===== src/rtl/uart_rx_err_consts.vh =====
/*
 Constants for the receive error, interrupt and wake-up block: register offsets,
 field positions, reset values and timing figures.
 Assumes inclusion by bare name from the design file.
*/
`ifndef UART_RX_ERR_CONSTS_VH
`define UART_RX_ERR_CONSTS_VH

`define ADDR_W 5
`define REG_STATUS 5'h00
`define REG_CTRL_ONE 5'h04
`define REG_CTRL_TWO 5'h08
`define REG_DATA 5'h0c
`define REG_BAUD 5'h10
`define REG_IRQ_EN 5'h14

`define ST_RX_AVAIL 0
`define ST_OVERRUN 1
`define ST_FRAME_ERR 2
`define ST_PARITY_ERR 3
`define ST_RX_IDLE 4
`define ST_TX_EMPTY 5
`define ST_TX_IDLE 6

`define C1_RX8 0
`define C1_STOP_TWO 3
`define C1_PARITY_ODD 4
`define C1_PARITY_EN 5
`define C1_NINE_BIT 6
`define C1_UART_EN 7

`define C2_TX_EMPTY_IE 0
`define C2_TX_IDLE_IE 1
`define C2_RX_IE 2
`define C2_WAKE_EN 3
`define C2_ADDR_DET_EN 4
`define C2_RX_EN 6

`define IE_GLOBAL 0
`define IE_MULTIFUNC 1
`define IE_UART 2

`define CTRL_ONE_RST 8'h00
`define CTRL_TWO_RST 8'h00
`define BAUD_RST 8'h00
`define IRQ_EN_RST 3'h0

`define RESP_OKAY 2'h0
`define RESP_SLVERR 2'h2

`define CLK_MHZ 125
`define WAKE_DELAY_NS 1000

`endif


===== src/rtl/uart_rx_error_irq_wake.v =====
/*
 UART receive path with frame and parity error flags, a two-entry receive buffer,
 interrupt combining with address detection, and power-down pause and pin wake-up,
 reached over an AXI4-Lite slave.
 Assumes all inputs synchronous to sys_clk; uartClkOn low means the UART clock is
 stopped; the transmitter lives outside and reports its empty and idle levels.
*/
// Register access over AXI4-Lite and the register addresses are this design's own decisions.
// Notes on behaviour
// - Stop bit sampled low sets the frame error flag.
// - With two stop bits, either one low sets the frame error flag.
// - Frame error is stored with its word; reset clears it.
// - Parity error set on mismatch of odd or even type, only with parity on.
// - Interrupt request is a one-cycle low pulse on each enabled condition.
// - Sources: tx empty, tx idle, rx data, overrun, address detect, pin wake.
// - Own enables for tx sources; rx data and overrun share one enable.
// - Address detect has no flag; interrupts only while detect is enabled.
// - Clock off plus wake, uart, receiver, rx enables: falling pin edge wakes.
// - Status flags are read-only; receive and overrun flags clear only by access sequences, tx and idle flags follow hardware.
// - Detect mode: rx interrupt only when top received bit is high.
// - Detect off: rx interrupt on every received word.
// - Transmitter freezes while clock stopped and resumes afterwards.
// - Reception pauses, not aborts, during power-down.
// - Power-down leaves all registers unchanged.
// - Pin data during post-wake start-up delay is discarded.
// - Without global, multifunction and uart enables, wake gives no interrupt.
// - Wake interrupt waits until the post-wake delay has elapsed.
// - Interrupt serviced only with all three enables set and stack not full.
// - Status access then data read clears overrun; receive-available clears when a data read empties the buffer.
// - Receive buffer holds two words while a third shifts in.
`timescale 1ns/1ns
`include "uart_rx_err_consts.vh"

module uart_rx_error_irq_wake #(
   parameter WAKE_DELAY_NS = `WAKE_DELAY_NS
) (
   input wire sys_clk,
   input wire reset,
   input wire [4:0] AWADDR,
   input wire AWVALID,
   output wire AWREADY,
   input wire [31:0] WDATA,
   input wire [3:0] WSTRB,
   input wire WVALID,
   output wire WREADY,
   output reg [1:0] BRESP,
   output reg BVALID,
   input wire BREADY,
   input wire [4:0] ARADDR,
   input wire ARVALID,
   output wire ARREADY,
   output reg [31:0] RDATA,
   output reg [1:0] RRESP,
   output reg RVALID,
   input wire RREADY,
   input wire rxPin,
   input wire uartClkOn,
   input wire txBufEmpty,
   input wire txIdle,
   input wire stackFull,
   output wire txClockEnable,
   output reg irqPulse_n,
   output reg cpuVector,
   output reg wakeUp
);

   localparam WAKE_CYCLES_RAW = (WAKE_DELAY_NS * `CLK_MHZ + 999) / 1000;
   localparam [15:0] WAKE_CYCLES = (WAKE_CYCLES_RAW < 1) ? 16'd1 : WAKE_CYCLES_RAW[15:0];

   localparam [4:0] S_IDLE = 5'h01;
   localparam [4:0] S_START = 5'h02;
   localparam [4:0] S_DATA = 5'h04;
   localparam [4:0] S_STOP1 = 5'h08;
   localparam [4:0] S_STOP2 = 5'h10;

   function mapped;
      input [4:0] a;
      begin
         mapped = (a == `REG_STATUS) || (a == `REG_CTRL_ONE) || (a == `REG_CTRL_TWO) ||
            (a == `REG_DATA) || (a == `REG_BAUD) || (a == `REG_IRQ_EN);
      end
   endfunction

   function topBit;
      input [8:0] w;
      input nine;
      begin
         topBit = nine ? w[8] : w[7];
      end
   endfunction

   reg [7:0] ctrlOne_r;
   reg [7:0] ctrlTwo_r;
   reg [7:0] baud_r;
   reg [2:0] irqEn_r;
   reg awHeld_r;
   reg [4:0] awAddr_r;
   reg wHeld_r;
   reg [7:0] wData_r;
   reg wStrb0_r;
   reg [4:0] state_r;
   reg [7:0] divCnt_r;
   reg [3:0] bitCnt_r;
   reg [8:0] shift_r;
   reg ferrAcc_r;
   reg donePulse_r;
   reg [8:0] doneWord_r;
   reg doneFerr_r;
   reg [10:0] fifoMem_r [0:1];
   reg rdPtr_r;
   reg wrPtr_r;
   reg [1:0] count_r;
   reg overrun_r;
   reg statusSeen_r;
   reg rxPrev_r;
   reg wakePend_r;
   reg [15:0] wakeCnt_r;
   reg wakeFire_r;
   reg txEmptyPrev_r;
   reg txIdlePrev_r;
   reg [31:0] rdMux;

   wire uart_enable_bit = ctrlOne_r[`C1_UART_EN];
   wire nineBit = ctrlOne_r[`C1_NINE_BIT];
   wire parityEn = ctrlOne_r[`C1_PARITY_EN];
   wire parityOdd = ctrlOne_r[`C1_PARITY_ODD];
   wire stopTwo = ctrlOne_r[`C1_STOP_TWO];
   wire receiver_enable_bit = ctrlTwo_r[`C2_RX_EN];
   wire rxIe = ctrlTwo_r[`C2_RX_IE];
   wire addrDetEn = ctrlTwo_r[`C2_ADDR_DET_EN];
   wire wakeEn = ctrlTwo_r[`C2_WAKE_EN];
   wire allEn = &irqEn_r;
   wire doWrite = awHeld_r && wHeld_r;
   wire arTake = ARVALID && ARREADY;
   wire statusRead = arTake && (ARADDR == `REG_STATUS);
   wire dataRead = arTake && (ARADDR == `REG_DATA);
   wire pop = dataRead && (count_r != 2'd0);
   wire push = donePulse_r;
   wire accept = push && ((count_r != 2'd2) || pop);
   wire overrunSet = push && !accept;
   wire [10:0] head = fifoMem_r[rdPtr_r];
   wire wakeHold = wakePend_r && uartClkOn;
   wire bitTick = (divCnt_r == 8'h00);
   wire [3:0] lastBit = nineBit ? 4'd8 : 4'd7;
   wire parityBad = parityEn && ((^doneWord_r[7:0] ^ (nineBit & doneWord_r[8])) != parityOdd);
   wire addrHit = push && topBit(doneWord_r, nineBit);

   assign AWREADY = !awHeld_r && !BVALID;
   assign WREADY = !wHeld_r && !BVALID;
   assign ARREADY = !RVALID;
   // The transmitter shares the UART clock enable, so a stopped clock freezes it in place.
   assign txClockEnable = uartClkOn;

   always @(posedge sys_clk or posedge reset) begin
      if (reset) begin
         awHeld_r <= 1'b0;
         awAddr_r <= 5'h00;
         wHeld_r <= 1'b0;
         wData_r <= 8'h00;
         wStrb0_r <= 1'b0;
         BVALID <= 1'b0;
         BRESP <= `RESP_OKAY;
         ctrlOne_r <= `CTRL_ONE_RST;
         ctrlTwo_r <= `CTRL_TWO_RST;
         baud_r <= `BAUD_RST;
         irqEn_r <= `IRQ_EN_RST;
      end else begin
         if (AWVALID && AWREADY) begin
            awHeld_r <= 1'b1;
            awAddr_r <= AWADDR;
         end
         if (WVALID && WREADY) begin
            wHeld_r <= 1'b1;
            wData_r <= WDATA[7:0];
            wStrb0_r <= WSTRB[0];
         end
         if (doWrite) begin
            awHeld_r <= 1'b0;
            wHeld_r <= 1'b0;
            BVALID <= 1'b1;
            BRESP <= mapped(awAddr_r) ? `RESP_OKAY : `RESP_SLVERR;
            // Status and data are read-only here; the flags move only by hardware.
            if (wStrb0_r) begin
               case (awAddr_r)
                  `REG_CTRL_ONE: ctrlOne_r <= {wData_r[7:1], 1'b0};
                  `REG_CTRL_TWO: ctrlTwo_r <= wData_r;
                  `REG_BAUD: baud_r <= wData_r;
                  `REG_IRQ_EN: irqEn_r <= wData_r[2:0];
                  default: ;
               endcase
            end
         end else if (BVALID && BREADY) begin
            BVALID <= 1'b0;
         end
      end
   end

   // Nothing below reacts to uartClkOn falling except by pausing, so registers survive.
   always @(posedge sys_clk or posedge reset) begin
      if (reset) begin
         state_r <= S_IDLE;
         divCnt_r <= 8'h00;
         bitCnt_r <= 4'h0;
         shift_r <= 9'h000;
         ferrAcc_r <= 1'b0;
         donePulse_r <= 1'b0;
         doneWord_r <= 9'h000;
         doneFerr_r <= 1'b0;
         rxPrev_r <= 1'b1;
      end else begin
         donePulse_r <= 1'b0;
         if (!uart_enable_bit || !receiver_enable_bit || wakeHold) begin
            state_r <= S_IDLE;
            rxPrev_r <= rxPin;
         end else if (uartClkOn) begin
            rxPrev_r <= rxPin;
            divCnt_r <= bitTick ? baud_r : divCnt_r - 8'h01;
            case (state_r)
               S_IDLE: begin
                  if (rxPrev_r && !rxPin) begin
                     state_r <= S_START;
                     divCnt_r <= {1'b0, baud_r[7:1]};
                  end
               end
               S_START: begin
                  if (bitTick) begin
                     state_r <= rxPin ? S_IDLE : S_DATA;
                     bitCnt_r <= 4'h0;
                     shift_r <= 9'h000;
                  end
               end
               S_DATA: begin
                  if (bitTick) begin
                     shift_r[bitCnt_r] <= rxPin;
                     bitCnt_r <= bitCnt_r + 4'h1;
                     if (bitCnt_r == lastBit) begin
                        state_r <= S_STOP1;
                     end
                  end
               end
               S_STOP1: begin
                  if (bitTick) begin
                     if (stopTwo) begin
                        ferrAcc_r <= !rxPin;
                        state_r <= S_STOP2;
                     end else begin
                        doneFerr_r <= !rxPin;
                        doneWord_r <= shift_r;
                        donePulse_r <= 1'b1;
                        state_r <= S_IDLE;
                     end
                  end
               end
               S_STOP2: begin
                  if (bitTick) begin
                     doneFerr_r <= ferrAcc_r || !rxPin;
                     doneWord_r <= shift_r;
                     donePulse_r <= 1'b1;
                     state_r <= S_IDLE;
                  end
               end
               default: begin
                  state_r <= S_IDLE;
               end
            endcase
         end
      end
   end

   // Two entries plus the shift register give three words in flight.
   always @(posedge sys_clk or posedge reset) begin
      if (reset) begin
         fifoMem_r[0] <= 11'h000;
         fifoMem_r[1] <= 11'h000;
         rdPtr_r <= 1'b0;
         wrPtr_r <= 1'b0;
         count_r <= 2'd0;
         overrun_r <= 1'b0;
         statusSeen_r <= 1'b0;
      end else begin
         if (accept) begin
            fifoMem_r[wrPtr_r] <= {parityBad, doneFerr_r, doneWord_r};
            wrPtr_r <= !wrPtr_r;
         end
         if (pop) begin
            rdPtr_r <= !rdPtr_r;
         end
         count_r <= count_r + {1'b0, accept} - {1'b0, pop};
         if (statusRead) begin
            statusSeen_r <= 1'b1;
         end else if (dataRead) begin
            statusSeen_r <= 1'b0;
         end
         // A fresh overrun in the clearing cycle wins over the clear.
         if (overrunSet) begin
            overrun_r <= 1'b1;
         end else if (dataRead && statusSeen_r) begin
            overrun_r <= 1'b0;
         end
      end
   end

   always @* begin
      rdMux = 32'h0000_0000;
      case (ARADDR)
         `REG_STATUS: begin
            rdMux[`ST_RX_AVAIL] = (count_r != 2'd0);
            rdMux[`ST_OVERRUN] = overrun_r;
            rdMux[`ST_FRAME_ERR] = (count_r != 2'd0) && head[9];
            rdMux[`ST_PARITY_ERR] = (count_r != 2'd0) && head[10];
            rdMux[`ST_RX_IDLE] = (state_r == S_IDLE);
            rdMux[`ST_TX_EMPTY] = txBufEmpty;
            rdMux[`ST_TX_IDLE] = txIdle;
         end
         `REG_CTRL_ONE: rdMux[7:0] = {ctrlOne_r[7:1], head[8]};
         `REG_CTRL_TWO: rdMux[7:0] = ctrlTwo_r;
         `REG_DATA: rdMux[7:0] = head[7:0];
         `REG_BAUD: rdMux[7:0] = baud_r;
         `REG_IRQ_EN: rdMux[2:0] = irqEn_r;
         default: rdMux = 32'h0000_0000;
      endcase
   end

   always @(posedge sys_clk or posedge reset) begin
      if (reset) begin
         RVALID <= 1'b0;
         RDATA <= 32'h0000_0000;
         RRESP <= `RESP_OKAY;
      end else if (arTake) begin
         RVALID <= 1'b1;
         RDATA <= rdMux;
         RRESP <= mapped(ARADDR) ? `RESP_OKAY : `RESP_SLVERR;
      end else if (RVALID && RREADY) begin
         RVALID <= 1'b0;
      end
   end

   // Wake-up: the edge is seen with the clock stopped; the interrupt waits for the delay.
   always @(posedge sys_clk or posedge reset) begin
      if (reset) begin
         wakePend_r <= 1'b0;
         wakeCnt_r <= 16'h0000;
         wakeFire_r <= 1'b0;
         wakeUp <= 1'b0;
      end else begin
         wakeFire_r <= 1'b0;
         wakeUp <= 1'b0;
         if (!uartClkOn && wakeEn && uart_enable_bit && receiver_enable_bit && rxIe && rxPrev_r && !rxPin &&
               !wakePend_r) begin
            wakeUp <= 1'b1;
            wakePend_r <= 1'b1;
            wakeCnt_r <= 16'h0000;
         end else if (wakeHold) begin
            wakeCnt_r <= wakeCnt_r + 16'h0001;
            if (wakeCnt_r == WAKE_CYCLES - 16'h0001) begin
               wakePend_r <= 1'b0;
               wakeFire_r <= 1'b1;
            end
         end
      end
   end

   always @(posedge sys_clk or posedge reset) begin
      if (reset) begin
         txEmptyPrev_r <= 1'b0;
         txIdlePrev_r <= 1'b0;
         irqPulse_n <= 1'b1;
         cpuVector <= 1'b0;
      end else begin : irqBlock
         reg evtTxEmpty;
         reg evtTxIdle;
         reg evtRx;
         reg evtOverrun;
         reg evtAddr;
         reg evtWake;
         reg anyEvt;
         evtTxEmpty = txBufEmpty && !txEmptyPrev_r && ctrlTwo_r[`C2_TX_EMPTY_IE];
         evtTxIdle = txIdle && !txIdlePrev_r && ctrlTwo_r[`C2_TX_IDLE_IE];
         evtRx = push && rxIe && (!addrDetEn || topBit(doneWord_r, nineBit));
         evtOverrun = overrunSet && rxIe;
         evtAddr = addrHit && addrDetEn;
         evtWake = wakeFire_r && allEn;
         anyEvt = (uartClkOn && (evtTxEmpty || evtTxIdle || evtRx || evtOverrun || evtAddr))
            || evtWake;
         if (uartClkOn) begin
            txEmptyPrev_r <= txBufEmpty;
            txIdlePrev_r <= txIdle;
         end
         irqPulse_n <= !anyEvt;
         cpuVector <= anyEvt && allEn && !stackFull;
      end
   end

endmodule


===== config.mk =====
export PLATFORM = sky130hd
export DESIGN_NAME = uart_rx_error_irq_wake
export DESIGN_NICKNAME = d
export VERILOG_FILES = /design/src/rtl/uart_rx_error_irq_wake.v
export VERILOG_INCLUDE_DIRS = /design/src /design/src/rtl
export SDC_FILE = /design/constraint.sdc
export NUM_CORES = 1
export LEC_CHECK = 0
export ABC_AREA = 1
export CORE_MARGIN = 8
export CORE_UTILIZATION = 54
export CTS_BUF_LIST = sky130_fd_sc_hd__clkbuf_4 sky130_fd_sc_hd__clkbuf_8 sky130_fd_sc_hd__clkbuf_16
export DETAILED_ROUTE_END_ITERATION = 8
export DONT_BUFFER_PORTS = 1
export PLACE_DENSITY = 0.68
export SLEW_MARGIN = 20
export SYNTH_ARGS = -nofsm -noshare
export SYNTH_HDL_FRONTEND = slang
export SYNTH_SLANG_ARGS = --single-unit

===== constraint.sdc =====
create_clock -name sys_clk -period 11.8 [get_ports sys_clk]
set_clock_uncertainty 0.15 [all_clocks]
set_input_delay 0.59 -clock sys_clk [delete_from_list [all_inputs] [get_ports sys_clk]]
set_output_delay 0.59 -clock sys_clk [all_outputs]
set_load 0.02 [all_outputs]

==> impl_metrics.py, run 1 <==
metrics = {
    "run_status": {
        "run_status": "complete, no violations",
    },
    "synth": {
        "synth_top_area_share_pct": 45.7,
        "yosysSeqAreaShare_pct": 46.8,
        "synth_flop_cell": "dfrtp_1",
        "synthTopCellsByCount": "298 x nand2_1, 141 x dfrtp_1, 128 x inv_1, 88 x nor2_1, 70 x o21ai_0",
        "yosysTopAreaCell": "dfrtp_1",
        "yosysWarnings": 0,
        "synth.most_common_cell": "nand2_1",
        "synthCells": 1004,
        "synth_cell_types": 42,
        "ys_seq_elements": 144,
        "synthTopCellsByArea": "dfrtp_1 46%, nand2_1 14%, inv_1 6.2%",
        "synth.avg_cell_area_um2": 7.68,
        "synth_edf_count": 0,
        "synthesis.area_mm2": 0.00771,
        "async_flop_share_pct": 100,
    },
    "cells_and_area": {
        "drive_gt1_share_pct": 7.48,
        "final.fill_count": 1289,
        "syn_to_final_growth_pct": 8.51,
        "nets": 1071,
        "regArea_mm2": 0.00361,
        "antennaDiodeCount": 0,
        "finalNonFillerCells": 1196,
        "multi_input_area_mm2": 0.00336,
    },
    "setup_path": {
        "path_class": "flop to flop",
        "end_kind": "flop",
        "worstPathRequired_ns": 11.99,
        "r2r_start": "RVALID",
        "crit_arrival_ns": 2.96,
        "critPathMaxFanout": 14,
        "startpoint_type": "flop",
        "cp-startpoint": "RVALID",
    },
    "clock_tree": {
        "cts_root_buf": "clkbuf_16",
        "cts_tree": "done",
        "cts_inserted_buffers": 17,
        "clockBufferDepth": 2,
        "clkSinkCount": 144,
        "clkSlewWorstSetupHoldPaths_ns": 0.06,
        "cts-resized-gates": 0,
        "clk_latency_ns": 0.42,
        "htree_levels": 4,
    },
    "timing": {
        "setup_tns_ns": 0,
        "setup_viol": 0,
        "finalCritPeriodShare_pct": 23.5,
        "slew_violations": 0,
        "fmax_mhz": 361,
        "rsz0062_at_grt": "no",
        "timing.hold.ws_ns": 0.0840,
        "finalHoldViolCount": 0,
        "max-slew-margin-rel_pct": 51.5,
        "tightestPinTransition_ns": 0.728,
        "period_needed_ns": 2.77,
    },
    "global_routing": {
        "grt_max_degree": 81,
        "grt_pass1_vias": 5739,
        "grt_overflow": 0,
        "grtUsageTotal_pct": 19.6,
        "antenna_found_initial": 0,
        "grt_pass1_wl_um": 28700,
    },
    "placed_design": {
        "dp_hpwl_um": 12300,
        "gp_congestion": 0.881,
        "dp.cells": 1163,
        "io_buffers": 0,
    },
    "routing": {
        "drt_first_pass_iters": 5,
        "remaining_drc_errors": 0,
        "routed_via_density": 5.08,
        "postRouteAntennaNets": 0,
        "routed_wirelength_um": 17100,
        "num_vias": 6076,
        "wl_per_cell_um": 14.3,
        "drt_iter0_drc": 408,
    },
    "worst_hold_path": {
        "hp-start": "uartClkOn",
        "min-delay-path-class": "input pin to flop",
    },
    "floorplan": {
        "rows": 43,
        "die_area_mm2": 0.0184,
        "io_pins": 103,
        "fp.coreArea_mm2": 0.0139,
        "die_h_um": 136,
        "start_util_pct": 55.4,
        "fp.dieW_um": 136,
    },
    "power_and_ir_drop": {
        "ir_worst_vdd_uv": 138,
        "leakage_nw": 4.40,
        "power_density_mw_per_mm2": 179,
    },
    "flow_run": {
        "max_cap_viol_count": 0,
    },
}
[state kept, by name, indices dropped and copies added, names as in the netlist, 2 cells and up]
name / flops
fifoMem_r: 22
count_r: 2
wData_r: 8
ctrlOne_r: 7
baud_r: 8
ctrlTwo_r: 8
divCnt_r: 8
awAddr_r: 5
doneWord_r: 9
wakeCnt_r: 16
state_r: 5
irqEn_r: 3
RDATA: 8
shift_r: 9
bitCnt_r: 4
[final cells by class]
class                   instances  share of cell area (%)
repair buffers                  2                   0.254
inverters                     134                    6.07
clock buffers                  18                    5.17
multi-input cells             704                    40.2
well taps                     180                    2.69
flip-flops and latches        144                    43.1
clock inverters                14                    2.56
[per-stage QoR]
stage | power [mW] | area (um2) | utilization, % | setup slack [ns]
3_3_place_gp | 0.912 | 7710 | 55.3 | 9.06
5_1_grt | 1.58 | 8370 | 60.1 | 8.77
6_report | 1.50 | 8370 | 60.1 | 9.03
3_5_place_dp | 0.922 | 7710 | 55.3 | 9.04
2_1_floorplan | 0.854 | 7810 | - | 7.20
4_1_cts | 1.51 | 8370 | 60.1 | 9.00
[cells by family (layout without fill, tap and decap cells)]
family / count (synthesis) / in the layout / share of synthesized area, %
flops: 144 / 144 / 46.8
other cells: 1 / 26 / 0.0486
simple gates: 507 / 507 / 29.3
mux: 3 / 3 / 0.438
compound gates: 151 / 151 / 10.2
xor+xnor: 7 / 7 / 0.795
fa+ha+maj: 10 / 10 / 1.62
buf+inv: 181 / 168 / 10.9
[cells in the final DEF (no fill, tap or decap), types with 2 or more instances in the layout]
cell / n
nor4_1: 3
inv_6: 2
clkinvlp_4: 3
ha_1: 10
or2_2: 2
dfstp_2: 3
a31oi_1: 3
xor2_1: 4
clkbuf_16: 17
nor2_1: 88
nand4_1: 14
o21ai_0: 70
nor2_4: 8
o21ai_1: 29
nand3_1: 58
bufinv_16: 5
inv_2: 5
nand2_1: 298
mux2_2: 3
xnor2_1: 3
clkinv_2: 3
inv_1: 127
nor3_1: 10
nor2_8: 4
o22ai_1: 4
nand3b_1: 2
nand2_4: 4
nand2_2: 7
nand3_2: 2
nor2_2: 3
a21oi_1: 38
conb_1: 26
clkinv_4: 2
o211ai_1: 3
dfrtp_1: 141
[worst max-delay path, stage by stage, from the launching register on]
cell and delay, ns:
dfrtp_1 0.45, inv_1 0.22, nand2_1 0.26, inv_1 0.41, nand2_4 0.12, nand2_4 0.10, nand2_4 0.12, ha_1 0.31
inv_1 0.04, ha_1 0.18, xnor2_1 0.16, xor2_1 0.17
[worst paths after layout]
kind | to | depth (start not counted) | slack [ns]
max | count_r[1] | 11 | 9.03
min | irqPulse_n | 1 | 0.08
max reg2reg | count_r[1] | 11 | 9.03
min reg2reg | fifoMem_r[5] | 2 | 0.33
max in group asynchronous | ctrlOne_r[3] | 3 | 9.77
min in group asynchronous | wakeCnt_r[1] | 2 | 0.58
[where the power goes]
group	switching (mW)	leakage, nW	internal, mW	total (mW)
Combinational	0.162	2.32	0.0747	0.237
Sequential	0.0921	1.77	0.585	0.678
Clock	0.210	0.310	0.377	0.587
[per-layer routing]
layer | track usage (%) | share of wire, % | routed length [um]
met1 | 26.9 | 46 | 7800
met2 | 29.4 | 46 | 7880
met4 | 8.20 | 2.0 | 337
met5 | 0 | 0 | 0
met3 | 4.34 | 6.2 | 1060
[timing repair]
action	in CTS	in global routing
hold buffers	1	0
setup buffers	0	0
hold endpoints to repair	62	0
Power figures use the tool's default switching activity.
==> inputs of run 2 (changes only) <==
--- a/config.mk
+++ b/config.mk
@@ -12,7 +12,7 @@
 export CTS_BUF_LIST = sky130_fd_sc_hd__clkbuf_4 sky130_fd_sc_hd__clkbuf_8 sky130_fd_sc_hd__clkbuf_16
 export DETAILED_ROUTE_END_ITERATION = 8
 export DONT_BUFFER_PORTS = 1
-export PLACE_DENSITY = 0.68
+export PLACE_DENSITY = 0.71
 export SLEW_MARGIN = 20
 export SYNTH_ARGS = -nofsm -noshare
 export SYNTH_HDL_FRONTEND = slang
==> constraint.sdc (replaced) <==
create_clock -name sys_clk -period 2.5 [get_ports sys_clk]
set_clock_uncertainty 0.15 [all_clocks]
set_input_delay 0.125 -clock sys_clk [delete_from_list [all_inputs] [get_ports sys_clk]]
set_output_delay 0.125 -clock sys_clk [all_outputs]
set_load 0.02 [all_outputs]
==> impl_metrics.py, run 2 (synthesis results as in run 1) <==
metrics = {
    "power_and_ir_drop": {
        "power.switching_mw": 2.24,
        "p_sw_share_pct": 31.4,
        "leakage_nw": 4.60,
        "pwr-share-clk_pct": 36.7,
        "p_int_mw": 4.89,
        "combPwrFrac_pct": 18.2,
        "seqPwrFrac_pct": 45.1,
        "power_density_mw_per_mm2": 808,
        "ir_worst_vdd_uv": 573,
    },
    "setup_path": {
        "startpoint_type": "input pin",
        "crit_arrival_ns": 2.63,
        "worstPathRequired_ns": 2.71,
        "ff2ff_setup_slack_ns": 0.10,
        "end_kind": "flop",
        "path_class": "input pin to flop",
        "reg2regPathDepth": 6,
        "critPathMaxFanout": 5,
    },
    "floorplan": {
        "fp.coreArea_mm2": 0.0139,
        "die_h_um": 136,
        "start_util_pct": 55.4,
        "rows": 43,
        "io_pins": 103,
        "die_area_mm2": 0.0184,
        "fp.dieW_um": 136,
    },
    "timing": {
        "timing.hold.ws_ns": 0.0228,
        "max-slew-margin-rel_pct": 48.7,
        "finalHoldViolCount": 0,
        "tightestPinTransition_ns": 0.770,
        "period_needed_ns": 2.43,
        "fmax_mhz": 412,
        "rsz0062_at_grt": "no",
        "slew_violations": 0,
        "finalCritPeriodShare_pct": 97.1,
        "setup_viol": 0,
        "setup_tns_ns": 0,
    },
    "routing": {
        "drt_iter0_drc": 493,
        "wl_per_cell_um": 14.5,
        "num_vias": 6403,
        "routed_via_density": 5.14,
        "routed_wirelength_um": 18100,
        "remaining_drc_errors": 0,
        "postRouteAntennaNets": 0,
        "drt_first_pass_iters": 5,
    },
    "placed_design": {
        "gp_congestion": 0.836,
        "io_buffers": 0,
        "dp_hpwl_um": 12400,
        "dp.cells": 1173,
        "place_area_mm2": 0.00780,
    },
    "cells_and_area": {
        "final_cell_mix": "297 x nand2_1, 140 x dfrtp_1, 127 x inv_1",
        "top_register": "fifoMem_r",
        "design_area_mm2": 0.00883,
        "syn_to_final_growth_pct": 14.4,
        "finalNonFillerCells": 1246,
        "reg.largest.list": "fifoMem_r x22, wakeCnt_r x16",
        "antennaDiodeCount": 0,
        "drive_gt1_share_pct": 8.35,
        "largest_reg_flops": 22,
        "final_util_pct": 63.3,
        "nets": 1121,
        "final_common_cell": "nand2_1",
    },
    "global_routing": {
        "grt_max_degree": 145,
        "grt_pass1_wl_um": 30200,
        "grtUsageTotal_pct": 20.7,
        "grt_overflow": 0,
        "antenna_found_initial": 0,
        "grt_pass1_vias": 6105,
    },
    "clock_tree": {
        "clkSlewWorstSetupHoldPaths_ns": 0.06,
        "clkSinkCount": 144,
        "cts_inserted_buffers": 17,
        "clockBufferDepth": 2,
        "clk_latency_ns": 0.42,
        "htree_levels": 4,
        "cts_tree": "done",
        "cts_root_buf": "clkbuf_16",
    },
    "worst_hold_path": {
        "min-delay-path-class": "input pin to flop",
        "hold_depth": 6,
    },
    "run_status": {
        "run_status": "complete, no violations",
    },
    "flow_run": {
        "max_cap_viol_count": 0,
    },
}
==> run 2: cell types whose count changed in the layout (fill, tap and decap cells not counted), moves of 2 or more <==
| cell | delta |
|---|---|
| buf_4 | +10 |
| inv_6 | -2 |
| bufinv_16 | -2 |
| clkinv_2 | +2 |
| dlygate4sd3_1 | +40 |
| clkinv_4 | -2 |
| clkbuf_8 | +3 |
==> run 2: power by group through the flow <==
| stage | clock network (mW) | logic (mW) | registers, mW |
|---|---|---|---|
| detailed placement | 0 | 1.17 | 3.24 |
| finish | 2.61 | 1.30 | 3.22 |
| global placement | 0 | 1.12 | 3.22 |
| floorplan | 0 | 0.940 | 3.09 |
| CTS | 2.65 | 1.28 | 3.20 |
| global route | 2.76 | 1.48 | 3.27 |
==> run 2: routing by layer <==
| layer | up-vias | wire (um) | share of wire, % | track usage (%) |
|---|---|---|---|---|
| li1 | 3229 | - | - | - |
| met1 | 2980 | 8090 | 45 | 27.3 |
| met2 | 169 | 8580 | 48 | 32.7 |
| met3 | 25 | 1080 | 6.0 | 4.56 |
| met4 | 0 | 310 | 1.7 | 7.59 |
| met5 | - | 0 | 0 | 0 |
==> run 2: layout make-up <==
type | instances | area [um2]
repair buffers | 52 | 505
clock buffers | 21 | 474
multi-input cells | 704 | 3370
inverters | 134 | 507
well taps | 180 | 225
clock inverters | 11 | 138
flip-flops and latches | 144 | 3610
fillers | 1244 | 5110
==> run 2: worst max-delay path, stage by stage <==
cell,delay [ns]
dlygate4sd3_1,0.60
nor2_1,0.15
dlygate4sd3_1,0.57
nand3_1,0.21
inv_1,0.17
a21oi_1,0.08
a21oi_1,0.16
dlygate4sd3_1,0.57
==> run 2: per-stage QoR <==
stage	power [mW]	setup WS, ns
finish	7.13	0.0714
global placement	4.34	0.378
global route	7.50	0.000000888
CTS	7.13	0.0756
detailed placement	4.40	0.346
floorplan	4.03	0.142
==> run 2: what timing repair did <==
item                                    CTS  global route
resized for setup                         0             3
buffers inserted                          0             0
hold buffers                             41             0
endpoints found under the setup margin    0             3
hold endpoints to repair                204             0
==> run 2: path summary, 6_finish.rpt <==
path                           start           to
hold reg to reg              wrPtr_r      wrPtr_r
hold / removal             ARADDR[4]    overrun_r
max in group asynchronous      reset    overrun_r
min in group asynchronous      reset    cpuVector
setup reg to reg              BVALID  awAddr_r[3]
setup / recovery           ARADDR[2]     RDATA[5]
==> inputs of run 3 (changes only) <==
--- a/config.mk
+++ b/config.mk
@@ -12,7 +12,7 @@
 export CTS_BUF_LIST = sky130_fd_sc_hd__clkbuf_4 sky130_fd_sc_hd__clkbuf_8 sky130_fd_sc_hd__clkbuf_16
 export DETAILED_ROUTE_END_ITERATION = 8
 export DONT_BUFFER_PORTS = 1
-export PLACE_DENSITY = 0.71
+export PLACE_DENSITY = 0.68
 export SLEW_MARGIN = 20
 export SYNTH_ARGS = -nofsm -noshare
 export SYNTH_HDL_FRONTEND = slang
==> constraint.sdc (replaced) <==
create_clock -name sys_clk -period 2.3 [get_ports sys_clk]
set_clock_uncertainty 0.15 [all_clocks]
set_input_delay 0.115 -clock sys_clk [delete_from_list [all_inputs] [get_ports sys_clk]]
set_output_delay 0.115 -clock sys_clk [all_outputs]
set_load 0.02 [all_outputs]
==> impl_metrics.py, run 3 (synthesis results as in run 1) <==
metrics = {
    "run_status": {
        "run_status": "complete, no violations",
    },
    "setup_path": {
        "ff2ff_setup_slack_ns": 0.11,
        "path_class": "flop to flop",
        "crit_arrival_ns": 2.35,
        "path_buf_inv": 2,
        "end_kind": "flop",
        "cp_slowest_cell": "dlygate4sd3_1",
        "r2r_start": "BVALID",
        "critPathMaxFanout": 8,
        "critPathTopFamily": "buffers and inverters",
        "startpoint_type": "flop",
        "reg2regPathDepth": 5,
        "crit_chain": "nor2_1 -> buf_4 -> nand2_1 -> mux2_2 -> dlygate4sd3_1",
        "r2r-end": "wStrb0_r",
        "cp_slowest_stage_delay_ns": 0.55,
        "worstPathRequired_ns": 2.46,
    },
    "routing": {
        "drt_iter0_drc": 464,
        "wl_per_cell_um": 14.3,
        "drt_first_pass_iters": 5,
        "num_vias": 6375,
        "routed_wirelength_um": 18000,
        "remaining_drc_errors": 0,
        "postRouteAntennaNets": 0,
        "routed_via_density": 5.07,
    },
    "timing": {
        "setup_tns_ns": 0,
        "slew_violations": 0,
        "max-slew-margin-rel_pct": 58.1,
        "rsz0062_at_grt": "no",
        "period_needed_ns": 2.19,
        "finalHoldViolCount": 0,
        "setup_viol": 0,
        "timing.hold.ws_ns": 0.0662,
        "finalCritPeriodShare_pct": 95.2,
        "fmax_mhz": 457,
        "tightestPinTransition_ns": 0.624,
    },
    "global_routing": {
        "grt_use_met2_pct": 32.8,
        "grt_pass1_wl_um": 30300,
        "use_met1_pct": 27.4,
        "grt_pass1_vias": 6159,
        "grtUsageTotal_pct": 20.8,
        "grt_overflow": 0,
        "antenna_found_initial": 0,
        "top_usage_layer": "met2",
        "grtUsageMet3_pct": 4.97,
        "grt_max_degree": 71,
    },
    "clock_tree": {
        "cts_inserted_buffers": 17,
        "cts_root_buf": "clkbuf_16",
        "cts_tree": "done",
        "clkSinkCount": 144,
        "cts_setup_buffers": 0,
        "clk_latency_ns": 0.43,
        "clockBufferDepth": 2,
        "cts-resized-gates": 0,
        "clkSlewWorstSetupHoldPaths_ns": 0.06,
        "htree_levels": 4,
    },
    "flow_run": {
        "max_cap_viol_count": 0,
    },
    "worst_hold_path": {
        "hp-start": "txBufEmpty",
        "hold_end": "cpuVector",
        "min-delay-path-class": "input pin to flop",
        "hold_depth": 6,
    },
    "power_and_ir_drop": {
        "seqPwrFrac_pct": 43.5,
        "pwr-share-clk_pct": 38.1,
        "combPwrFrac_pct": 18.4,
        "power.switching_mw": 2.42,
        "p_int_mw": 5.53,
        "ir_worst_vdd_uv": 549,
        "p_sw_share_pct": 30.4,
        "power_density_mw_per_mm2": 886,
        "leakage_nw": 4.68,
        "finalPower_mw": 7.94,
    },
    "floorplan": {
        "die_h_um": 136,
        "io_pins": 103,
        "die_area_mm2": 0.0184,
        "rows": 43,
        "fp.dieW_um": 136,
        "fp.coreArea_mm2": 0.0139,
        "start_util_pct": 55.4,
    },
    "cells_and_area": {
        "final_util_pct": 64.4,
        "top_register": "fifoMem_r",
        "drive_gt1_share_pct": 8.64,
        "syn_to_final_growth_pct": 16.3,
        "reg.largest.list": "fifoMem_r x22, wakeCnt_r x16",
        "nets": 1133,
        "final_common_cell": "nand2_1",
        "largest_reg_flops": 22,
        "final_cell_mix": "298 x nand2_1, 141 x dfrtp_1, 126 x inv_1",
        "design_area_mm2": 0.00897,
        "antennaDiodeCount": 0,
    },
    "placed_design": {
        "dp_hpwl_um": 12400,
        "place_area_mm2": 0.00786,
        "io_buffers": 0,
        "gp_congestion": 0.885,
    },
}
-- run 3: cell types whose count changed in the layout (fill, tap and decap cells not counted), moves of 2 or more --
cell,before,now
bufinv_16,3,5
dlygate4sd3_1,41,46
clkinvlp_4,4,2
clkinv_2,5,2
clkbuf_4,1,3
clkbuf_8,3,1
clkinv_4,0,2
buf_4,10,16
-- run 3: how the worst max path moves through the flow --
stage                           start  cells past startpoint         end  slack, ns
after global placement    divCnt_r[0]                     11  shift_r[6]       0.33
final                          BVALID                      5    wStrb0_r       0.11
after floorplan                RVALID                     12  count_r[1]       0.03
after detailed placement       RVALID                     12  count_r[1]       0.26
after global routing        ARADDR[4]                     13  count_r[1]       0.05
after CTS                   ARADDR[0]                      8    RDATA[5]       0.09
-- run 3: per-layer routing --
| metal | vias up | wire, um | share of wire (%) |
|---|---|---|---|
| li1 | 3254 | - | - |
| met1 | 2929 | 8190 | 45 |
| met2 | 164 | 8460 | 47 |
| met3 | 28 | 1070 | 5.9 |
| met4 | 0 | 284 | 1.6 |
| met5 | - | 0 | 0 |
-- run 3: final cells by class --
type                            count  area, um2
Sequential cell                   144       3610
Inverter                          134        507
Tap cell                          180        225
Multi-Input combinational cell    704       3360
Clock inverter                     10        185
Fill cell                        1174       4960
Clock buffer                       21        462
Timing Repair Buffer               64        621
-- run 3: power groups by stage --
| stage | Combinational, mW | Sequential [mW] | Clock, mW |
|---|---|---|---|
| after global placement | 1.28 | 3.47 | 0 |
| after global routing | 1.66 | 3.51 | 3.20 |
| after CTS | 1.45 | 3.44 | 3.07 |
| after detailed placement | 1.31 | 3.48 | 0 |
| after floorplan | 1.02 | 3.36 | 0 |
| final | 1.46 | 3.45 | 3.03 |
-- run 3: timing repair --
action                     4_1_cts  5_1_grt
hold buffers                    46        1
hold endpoints to repair       206        1
setup endpoints to repair        0        1
-- run 3: worst reg2reg max path, stage by stage, from the launching register on --
cell and delay, ns:
dfrtp_1 0.50, nor2_1 0.08, buf_4 0.17, nand2_1 0.25
mux2_2 0.39, dlygate4sd3_1 0.55
-- run 3: metrics by stage --
| stage | cells | setup slack [ns] |
|---|---|---|
| after floorplan | 1029 | 0.0253 |
| after global routing | 1257 | 0.0481 |
| final | 1257 | 0.111 |
| after CTS | 1257 | 0.0948 |
| after global placement | 1180 | 0.332 |
| after detailed placement | 1180 | 0.262 |
